<file path="src/pkg/interval_timer_cfg.svh">
// register offsets, field positions, reset values and counts for the interval timer
`ifndef INTERVAL_TIMER_CFG_SVH
`define INTERVAL_TIMER_CFG_SVH

// ----------------------------------------------------------------------------
// register byte offsets
// ----------------------------------------------------------------------------
`define OFS_TIMER_CONTROL   12'h000
`define OFS_PERIOD_VALUE    12'h004
`define OFS_COUNT_VALUE     12'h008
`define OFS_IRQ_STATUS      12'h00c
`define OFS_IRQ_MASK        12'h010
`define OFS_IRQ_CONFIG      12'h014
`define OFS_POWER_STATE     12'h018

// ----------------------------------------------------------------------------
// control field positions
// ----------------------------------------------------------------------------
`define POS_RUN             15
`define POS_IDLE_HALT       13
`define POS_GATED           6
`define POS_PRESCALE_HI     5
`define POS_PRESCALE_LO     4
`define POS_SYNC            2
`define POS_CLK_SRC         1
`define CONTROL_WMASK       16'ha076

// ----------------------------------------------------------------------------
// status bits, reset values, counts
// ----------------------------------------------------------------------------
`define POS_ST_MATCH        0
`define POS_ST_GATE_FALL    1
`define RST_CONTROL         16'h0000
`define RST_PERIOD          16'hffff
`define RST_COUNT           16'h0000
`define DIV_1_TERM          8'h00
`define DIV_8_TERM          8'h07
`define DIV_64_TERM         8'h3f
`define DIV_256_TERM        8'hff

`endif

</file>
<file path="src/pkg/interval_timer_pkg.sv">
// types shared by the interval timer files
package interval_timer_pkg;
	typedef struct packed {
		logic       run;
		logic       idle_halt;
		logic       gated;
		logic [1:0] prescale;
		logic       sync;
		logic       clk_src;
	} timer_ctrl_t;

	typedef struct packed {
		logic idle;
		logic sleep;
	} power_state_t;

	typedef enum logic [1:0] {
		SRC_INTERNAL,
		SRC_EXT_SYNC,
		SRC_EXT_ASYNC
	} count_src_t;
endpackage

</file>
<file path="src/rtl/pin_sync3.sv">
// three flop synchroniser with agreement filter for a pin input
`timescale 1ns/1ps
module pin_sync3 (
	input  wire logic ref_clk,
	input  wire logic rstn,
	input  wire logic pin,
	output logic      level,
	output logic      rise,
	output logic      fall
);
	logic [2:0] stage;

	// first stage is read only by the second
	always_ff @(posedge ref_clk or negedge rstn) begin
		if (!rstn) begin
			stage <= 3'h0;
		end else begin
			stage <= {stage[1:0], pin};
		end
	end

	always_ff @(posedge ref_clk or negedge rstn) begin
		if (!rstn) begin
			level <= 1'b0;
			rise  <= 1'b0;
			fall  <= 1'b0;
		end else begin
			rise <= 1'b0;
			fall <= 1'b0;
			if (stage[1] == stage[2] && stage[2] != level) begin
				level <= stage[2];
				rise  <= stage[2];
				fall  <= !stage[2];
			end
		end
	end
endmodule

</file>
<file path="src/rtl/prescaler.sv">
// prescale divider producing one-cycle count ticks
`timescale 1ns/1ps
`include "interval_timer_cfg.svh"
module prescaler
	import interval_timer_pkg::*;
(
	input  wire logic       ref_clk,
	input  wire logic       rstn,
	input  wire logic       clear,
	input  wire logic       tick_in,
	input  wire logic [1:0] prescale,
	output logic            tick_out
);
	logic [7:0] div_count;
	logic [7:0] term;

	always_comb begin
		case (prescale)
			2'h0:    term = `DIV_1_TERM;
			2'h1:    term = `DIV_8_TERM;
			2'h2:    term = `DIV_64_TERM;
			default: term = `DIV_256_TERM;
		endcase
	end

	always_ff @(posedge ref_clk or negedge rstn) begin
		if (!rstn) begin
			div_count <= 8'h00;
			tick_out  <= 1'b0;
		end else begin
			tick_out <= 1'b0;
			if (clear) begin
				div_count <= 8'h00;
			end else if (tick_in) begin
				if (div_count >= term) begin
					div_count <= 8'h00;
					tick_out  <= 1'b1;
				end else begin
					div_count <= div_count + 8'h01;
				end
			end
		end
	end
endmodule

</file>
<file path="src/rtl/interval_timer.sv">
// interval timer top: apb registers, count, period match and interrupt
//
// How it works
// sixteen bit count, three clocking modes
// interrupt on match or gate falling edge
// run bit fifteen starts and stops
// idle halt bit thirteen stops in idle
// gated bit six counts while gate high
// prescale bits five four select divide
// sync bit two synchronises external clock
// clock source bit one picks pin
// writable period compared with count
// enable gates request, carries priority
// may count through idle and sleep
// free running repeated interval operation
// software selects sync before external use
// match clears count, flags one event
// gate ignored on external, unused bits zero
`timescale 1ns/1ps
`include "interval_timer_cfg.svh"
module interval_timer
	import interval_timer_pkg::*;
(
	input  wire logic        ref_clk,
	input  wire logic        rstn,
	input  wire logic        psel,
	input  wire logic        penable,
	input  wire logic        pwrite,
	input  wire logic [11:0] paddr,
	input  wire logic [31:0] pwdata,
	output logic      [31:0] prdata,
	output logic             pready,
	output logic             pslverr,
	input  wire logic        ext_clk_pin,
	input  wire logic        gate_pin,
	input  wire logic        cpu_idle,
	input  wire logic        cpu_sleep,
	output logic             irq,
	output logic      [2:0]  irq_level
);
	// ------------------------------------------------------------------------
	// registers
	// ------------------------------------------------------------------------
	logic [15:0]  control;
	logic [15:0]  period_value;
	logic [15:0]  count;
	logic [1:0]   irq_status;
	logic [1:0]   irq_mask;
	logic         interrupt_enable_bit;
	logic [2:0]   interrupt_priority;
	timer_ctrl_t  ctrl;
	count_src_t   src;
	power_state_t power;

	logic         ext_level;
	logic         ext_rise;
	logic         gate_level;
	logic         gate_fall;
	logic         async_prev;
	logic         async_rise;
	logic         raw_tick;
	logic         prescale_tick;
	logic         counting;
	logic         match_hit;
	logic         gate_fall_ev;
	logic         access;
	logic         wr;
	logic [31:0]  next_prdata;

	// decoded strobes and next values
	logic         setup_phase;
	logic         hit_control;
	logic         hit_period;
	logic         hit_count;
	logic         hit_status;
	logic         hit_mask;
	logic         hit_config;
	logic         unmapped;
	logic         div_clear;
	logic [1:0]   status_set;
	logic [1:0]   status_clr;
	logic [1:0]   next_irq_status;
	logic         next_irq;

	// ------------------------------------------------------------------------
	// field decode
	// ------------------------------------------------------------------------
	function automatic timer_ctrl_t unpack_ctrl(input logic [15:0] v);
		timer_ctrl_t c;
		c.run       = v[`POS_RUN];
		c.idle_halt = v[`POS_IDLE_HALT];
		c.gated     = v[`POS_GATED];
		c.prescale  = v[`POS_PRESCALE_HI:`POS_PRESCALE_LO];
		c.sync      = v[`POS_SYNC];
		c.clk_src   = v[`POS_CLK_SRC];
		return c;
	endfunction

	// readback rebuilt from fields, so unused bits can only read zero
	function automatic logic [15:0] pack_ctrl(input timer_ctrl_t c);
		logic [15:0] v;
		v = 16'h0000;
		v[`POS_RUN] = c.run;
		v[`POS_IDLE_HALT] = c.idle_halt;
		v[`POS_GATED] = c.gated;
		v[`POS_PRESCALE_HI:`POS_PRESCALE_LO] = c.prescale;
		v[`POS_SYNC] = c.sync;
		v[`POS_CLK_SRC] = c.clk_src;
		return v;
	endfunction

	// one word decode shared by every write strobe
	function automatic logic word_hit(input logic [11:0] a, input logic [11:0] ofs);
		return a == ofs;
	endfunction

	assign ctrl  = unpack_ctrl(control);
	assign power = '{idle: cpu_idle, sleep: cpu_sleep};

	always_comb begin
		if (!ctrl.clk_src) begin
			src = SRC_INTERNAL;
		end else if (ctrl.sync) begin
			src = SRC_EXT_SYNC;
		end else begin
			src = SRC_EXT_ASYNC;
		end
	end

	// ------------------------------------------------------------------------
	// pin inputs
	// ------------------------------------------------------------------------
	pin_sync3 ext_sync (
		.ref_clk (ref_clk),
		.rstn    (rstn),
		.pin     (ext_clk_pin),
		.level   (ext_level),
		.rise    (ext_rise),
		.fall    ()
	);

	pin_sync3 gate_sync (
		.ref_clk (ref_clk),
		.rstn    (rstn),
		.pin     (gate_pin),
		.level   (gate_level),
		.rise    (),
		.fall    (gate_fall)
	);

	// async path: edge taken again from the filtered level, same latency;
	// a true second domain is out of scope, so sleep relies on ref_clk running
	always_ff @(posedge ref_clk or negedge rstn) begin
		if (!rstn) begin
			async_prev <= 1'b0;
		end else begin
			async_prev <= ext_level;
		end
	end
	assign async_rise = ext_level && !async_prev;

	// ------------------------------------------------------------------------
	// count clock selection
	// ------------------------------------------------------------------------
	always_comb begin
		case (src)
			SRC_INTERNAL:  raw_tick = 1'b1;
			SRC_EXT_SYNC:  raw_tick = ext_rise;
			SRC_EXT_ASYNC: raw_tick = async_rise;
			default:       raw_tick = 1'b0;
		endcase
	end

	// ------------------------------------------------------------------------
	// count qualifiers
	// ------------------------------------------------------------------------
	// run, idle halt, sleep and gate qualify counting
	always_comb begin
		counting = ctrl.run;
		if (power.idle && ctrl.idle_halt) begin
			counting = 1'b0;
		end
		if (power.sleep && src != SRC_EXT_ASYNC) begin
			counting = 1'b0;
		end
		if (ctrl.gated && src == SRC_INTERNAL && !gate_level) begin
			counting = 1'b0;
		end
	end

	// a count write restarts the divider so the new value gets a full period
	assign div_clear = !ctrl.run || hit_count;

	prescaler div (
		.ref_clk  (ref_clk),
		.rstn     (rstn),
		.clear    (div_clear),
		.tick_in  (raw_tick && counting),
		.prescale (ctrl.prescale),
		.tick_out (prescale_tick)
	);

	// ------------------------------------------------------------------------
	// count and match
	// ------------------------------------------------------------------------
	assign match_hit    = prescale_tick && counting && (count == period_value);
	assign gate_fall_ev = gate_fall && ctrl.gated && src == SRC_INTERNAL && ctrl.run;

	always_ff @(posedge ref_clk or negedge rstn) begin
		if (!rstn) begin
			count <= `RST_COUNT;
		end else if (hit_count) begin
			count <= pwdata[15:0];
		end else if (prescale_tick && counting) begin
			if (count == period_value) begin
				count <= 16'h0000;
			end else begin
				count <= count + 16'h0001;
			end
		end
	end

	// ------------------------------------------------------------------------
	// apb slave
	// ------------------------------------------------------------------------
	assign access      = psel && penable && pready;
	assign wr          = access && pwrite;
	assign setup_phase = psel && !pready;
	assign unmapped    = paddr > `OFS_POWER_STATE;

	// ------------------------------------------------------------------------
	// write strobes
	// ------------------------------------------------------------------------
	assign hit_control = wr && word_hit(paddr, `OFS_TIMER_CONTROL);
	assign hit_period  = wr && word_hit(paddr, `OFS_PERIOD_VALUE);
	assign hit_count   = wr && word_hit(paddr, `OFS_COUNT_VALUE);
	assign hit_status  = wr && word_hit(paddr, `OFS_IRQ_STATUS);
	assign hit_mask    = wr && word_hit(paddr, `OFS_IRQ_MASK);
	assign hit_config  = wr && word_hit(paddr, `OFS_IRQ_CONFIG);

	// no wait state: ready is registered off the setup cycle
	always_ff @(posedge ref_clk or negedge rstn) begin
		if (!rstn) begin
			pready <= 1'b0;
		end else begin
			pready <= setup_phase;
		end
	end

	// ------------------------------------------------------------------------
	// control and period
	// ------------------------------------------------------------------------
	always_ff @(posedge ref_clk or negedge rstn) begin
		if (!rstn) begin
			control <= `RST_CONTROL;
		end else if (hit_control) begin
			control <= pwdata[15:0] & `CONTROL_WMASK;
		end
	end

	always_ff @(posedge ref_clk or negedge rstn) begin
		if (!rstn) begin
			period_value <= `RST_PERIOD;
		end else if (hit_period) begin
			period_value <= pwdata[15:0];
		end
	end

	// ------------------------------------------------------------------------
	// interrupt registers
	// ------------------------------------------------------------------------
	always_ff @(posedge ref_clk or negedge rstn) begin
		if (!rstn) begin
			irq_mask <= 2'h0;
		end else if (hit_mask) begin
			irq_mask <= pwdata[1:0];
		end
	end

	always_ff @(posedge ref_clk or negedge rstn) begin
		if (!rstn) begin
			interrupt_enable_bit <= 1'b0;
			interrupt_priority   <= 3'h0;
		end else if (hit_config) begin
			interrupt_enable_bit <= pwdata[0];
			interrupt_priority   <= pwdata[6:4];
		end
	end

	// ------------------------------------------------------------------------
	// sticky status
	// ------------------------------------------------------------------------
	// a new event beats a same-cycle write-one clear, so no match is lost
	assign status_set      = {gate_fall_ev, match_hit};
	assign status_clr      = hit_status ? pwdata[1:0] : 2'h0;
	assign next_irq_status = (irq_status & ~status_clr) | status_set;

	always_ff @(posedge ref_clk or negedge rstn) begin
		if (!rstn) begin
			irq_status <= 2'h0;
		end else begin
			irq_status <= next_irq_status;
		end
	end

	// ------------------------------------------------------------------------
	// read back
	// ------------------------------------------------------------------------
	always_comb begin
		next_prdata = 32'h0000_0000;
		case (paddr)
			`OFS_TIMER_CONTROL: next_prdata = {16'h0000, pack_ctrl(ctrl)};
			`OFS_PERIOD_VALUE:  next_prdata = {16'h0000, period_value};
			`OFS_COUNT_VALUE:   next_prdata = {16'h0000, count};
			`OFS_IRQ_STATUS:    next_prdata = {30'h0, irq_status};
			`OFS_IRQ_MASK:      next_prdata = {30'h0, irq_mask};
			`OFS_IRQ_CONFIG:    next_prdata = {25'h0, interrupt_priority, 3'h0,
				interrupt_enable_bit};
			`OFS_POWER_STATE:   next_prdata = {30'h0, power};
			default:            next_prdata = 32'h0000_0000;
		endcase
	end

	always_ff @(posedge ref_clk or negedge rstn) begin
		if (!rstn) begin
			prdata  <= 32'h0000_0000;
			pslverr <= 1'b0;
		end else begin
			// data only while ready stands, zero otherwise
			prdata  <= (setup_phase && !pwrite) ? next_prdata : 32'h0000_0000;
			pslverr <= setup_phase && unmapped;
		end
	end

	// ------------------------------------------------------------------------
	// interrupt output
	// ------------------------------------------------------------------------
	// a masked bit stays pending and raises the line once unmasked
	assign next_irq = interrupt_enable_bit && |(irq_status & irq_mask);

	always_ff @(posedge ref_clk or negedge rstn) begin
		if (!rstn) begin
			irq       <= 1'b0;
			irq_level <= 3'h0;
		end else begin
			irq       <= next_irq;
			irq_level <= interrupt_priority;
		end
	end
endmodule

</file>
<file path="config.mk">
export PLATFORM = sky130hd
export DESIGN_NAME = interval_timer
export DESIGN_NICKNAME = d
export VERILOG_FILES = /design/src/pkg/interval_timer_pkg.sv /design/src/rtl/pin_sync3.sv /design/src/rtl/prescaler.sv /design/src/rtl/interval_timer.sv
export VERILOG_INCLUDE_DIRS = /design/src /design/src/pkg
export SDC_FILE = /design/constraint.sdc
export NUM_CORES = 1
export LEC_CHECK = 0
export ABC_AREA = 1
export BUFFER_PORTS_ARGS = -buffer_cell sky130_fd_sc_hd__buf_2
export CAP_MARGIN = 20
export CORE_ASPECT_RATIO = 2
export CORE_MARGIN = 4
export CORE_UTILIZATION = 40
export DETAILED_ROUTE_END_ITERATION = 10
export SYNTH_ARGS = -nofsm -noshare
export SYNTH_HDL_FRONTEND = slang
export SYNTH_SLANG_ARGS = --single-unit
</file>
<file path="constraint.sdc">
create_clock -name ref_clk -period 2.3 [get_ports ref_clk]
set_clock_uncertainty 0.05 [all_clocks]
set_input_delay 0.115 -clock ref_clk [delete_from_list [all_inputs] [get_ports ref_clk]]
set_output_delay 0.115 -clock ref_clk [all_outputs]
set_load 0.1 [all_outputs]
</file>
==> metrics <==
Iteration-0 DRC Markers=279; Hold Vio Cnt, Final=0; fin crit period=between 1.5 and 2 ns; commonest cells after routing, fill and taps aside=nand2_1 (203), inv_1 (82), dfrtp_1 (73); Post-Syn Area=5210 um^2; Gate Count Post-Synth=691; worst-margin pin slew=around 0.57 ns; global-route wire length before repair=22400 um; share of cells above drive strength 1=0.201; first drt pass iteration count=4; clock sink count=89; static leakage=0.00307 uW; status=complete, no violations; design area=6010 um^2; GP Congestion=between 0.9 and 1; GRT overflow=0; Req. time, crit path=2.48 ns; root buffer cell=clkbuf_16; Layout Nets=821; CTS tree=built; drt wl/cell=roughly 15 um; commonest non-fill, non-tap cell in the layout=nand2_1; Overall Global Routing Usage=0.196; Crit. End Element=register; largest net degree at the start of global routing=48; Slew headroom=0.618; Worst path most repeated cell=nand2_1; Gate power share=0.085; max-slew violation count=0; Initial Util=0.410; # IOs=91; # DRC=0; FMAX=about 0.5 GHz; dpl hpwl=10700 um; worst-path fanout max=29; full die area=~15000 um^2; number of global-route vias before repair=4659; worst hold margin=0.00621 ns; Die Y=169 um; Yosys cell types=37; worst-case clock buffer depth=2; CP max stage cell=dlygate4sd3_1; Worst-path clk slew=0.06 ns; syn_area_per_cell=7.54 um^2; unrepaired setup endpoints after global routing=no; Clock Power Share=0.449; dpl cell area=5590 um^2; flop and latch count out of synthesis=89; worst-skew pair later-pin latency=0.34 ns; Reg power frac=0.466; post-route setup TNS=0 ns; I/O Buffers=58; vias post-DR=around 4.6k; Psw=831 uW; HP Class=input pin to register; Final Util=0.473; Worst VDD drop=roughly 0.35 mV; initial antenna violation count=0; Rows=58; die width=88.7 um; CP cell instances=dlygate4sd3_1, buf_2, nand4_1, inv_2, nand3_2, nand2_1, buf_4, o21ai_0, inv_1, nand2_1; critical path arrival=2.14 ns; max-cap violations=0; Seq/Total Area, Yosys=0.431; switch share=0.243; Final setup viols=0; cell internal pwr=2590 uW; critical path class=input pin to register; Final ANT Viol Nets=0; power per cell area=around 570 nW/um^2; Ant. Diodes=0; internal reg-to-reg setup slack=0.35 ns; crit start category=input pin; YS warnings=0; fin crit share=0.853; Max stage delay on crit path=0.52 ns; CORE AREA=12700 um^2; Routed WL=14100 um; Synth-to-Final Area Change=15.4%; DR vias/cell=5.07; Num CTS Buffers=9; CTS H-tree lvls=3
[power by group through the flow]
stage,logic [uW],registers [uW],clock network [uW]
floorplan,183,1640,0
global placement,275,1620,0
detailed placement,277,1620,0
CTS,293,1590,1570
global route,311,1600,1630
finish,290,1590,1540
[metal layers]
layer	wire (um)	track usage
met5	0	0
met4	957	0.139
met3	564	0.0228
met1	5020	0.203
met2	7530	0.349
[flip-flops by register name, indices dropped and copies added (netlist names), 2 cells and up]
register            count
interrupt_priority      3
control                 7
irq_status              2
gate_sync.stage         3
count                  16
irq_level               3
prdata                 16
div.div_count           8
ext_sync.stage          3
period_value           16
irq_mask                2
[logic make-up (layout without fill, tap and decap cells)]
group                    count (synthesis)  count (layout)  share of synthesized area
XOR/XNOR                                22              22                     0.0370
other                                    1              16                   0.000720
adder cells (fa/ha/maj)                  6               6                     0.0144
buffers and inverters                  127             188                      0.116
flip-flops                              89              89                      0.431
AND/OR/NAND/NOR                        377             377                      0.322
AO/OA/AOI/OAI                           69              69                     0.0790
[critical path: cells and delay by family]
family / cells / cell delay, ns
AOI/OAI and AO/OA: 1 / 0.15
buffers and inverters: 5 / 1.16
and+or+nand+nor: 4 / 0.71
[Yosys cell counts (all sizes together)]
| library cell | number | share of area |
|---|---|---|
| o22ai | 1 | 0.0012 |
| dfstp | 16 | 0.081 |
| a21oi | 22 | 0.024 |
| nor2 | 81 | 0.071 |
| o211ai | 1 | 0.0014 |
| ha | 6 | 0.014 |
| nand2 | 211 | 0.16 |
| or2 | 3 | 0.0036 |
| conb | 1 | 0.00072 |
| nor3 | 7 | 0.0067 |
| dfrtp | 73 | 0.35 |
| xor2 | 20 | 0.034 |
| o21a | 1 | 0.0014 |
| inv | 90 | 0.065 |
| nand3 | 43 | 0.043 |
| buf | 33 | 0.047 |
| clkbuf | 4 | 0.0036 |
| nand4 | 32 | 0.040 |
| o21ai | 43 | 0.049 |
| o2111ai | 1 | 0.0017 |
| xnor2 | 2 | 0.0034 |
[through the flow]
stage | setup WS, ns | power [uW] | cells
floorplan | 0.140 | 1820 | 706
global placement | 0.368 | 1900 | 889
detailed placement | 0.349 | 1900 | 889
CTS | 0.321 | 3460 | 917
global route | 0.109 | 3530 | 917
finish | 0.337 | 3420 | 917
[final cells by class]
| cell class | count | area, um^2 |
|---|---|---|
| clock buffer | 12 | 236 |
| clock inverter | 4 | 70.1 |
| fill | 1279 | 6690 |
| inverter | 90 | 338 |
| multi-input combinational | 490 | 2420 |
| sequential | 89 | 2250 |
| tap | 150 | 188 |
| timing repair buffer | 82 | 515 |
[path summary, 6_finish.rpt]
check                           depth (start not counted)                          from                           end
worst min register to register                          0  gate_sync.stage[0]$_DFF_PN0_  gate_sync.stage[1]$_DFF_PN0_
min in group asynchronous                               2                          rstn  div.div_count[6]$_DFFE_PN0P_
worst min-delay path                                    3                     pwdata[7]   period_value[7]$_DFFE_PN1P_
worst max register to register                         12        control[4]$_DFFE_PN0P_  div.div_count[6]$_DFFE_PN0P_
max in group asynchronous                               3                          rstn   period_value[3]$_DFFE_PN1P_
worst max-delay path                                   10                          psel         count[14]$_DFFE_PN0P_
[what timing repair did]
action                                 4_1_cts  5_1_grt
hold buffers                                12        0
buffers inserted                             0        0
endpoints found under the hold margin       43        0
gates resized for setup                      0        0
(Power assumes the default switching activity.)
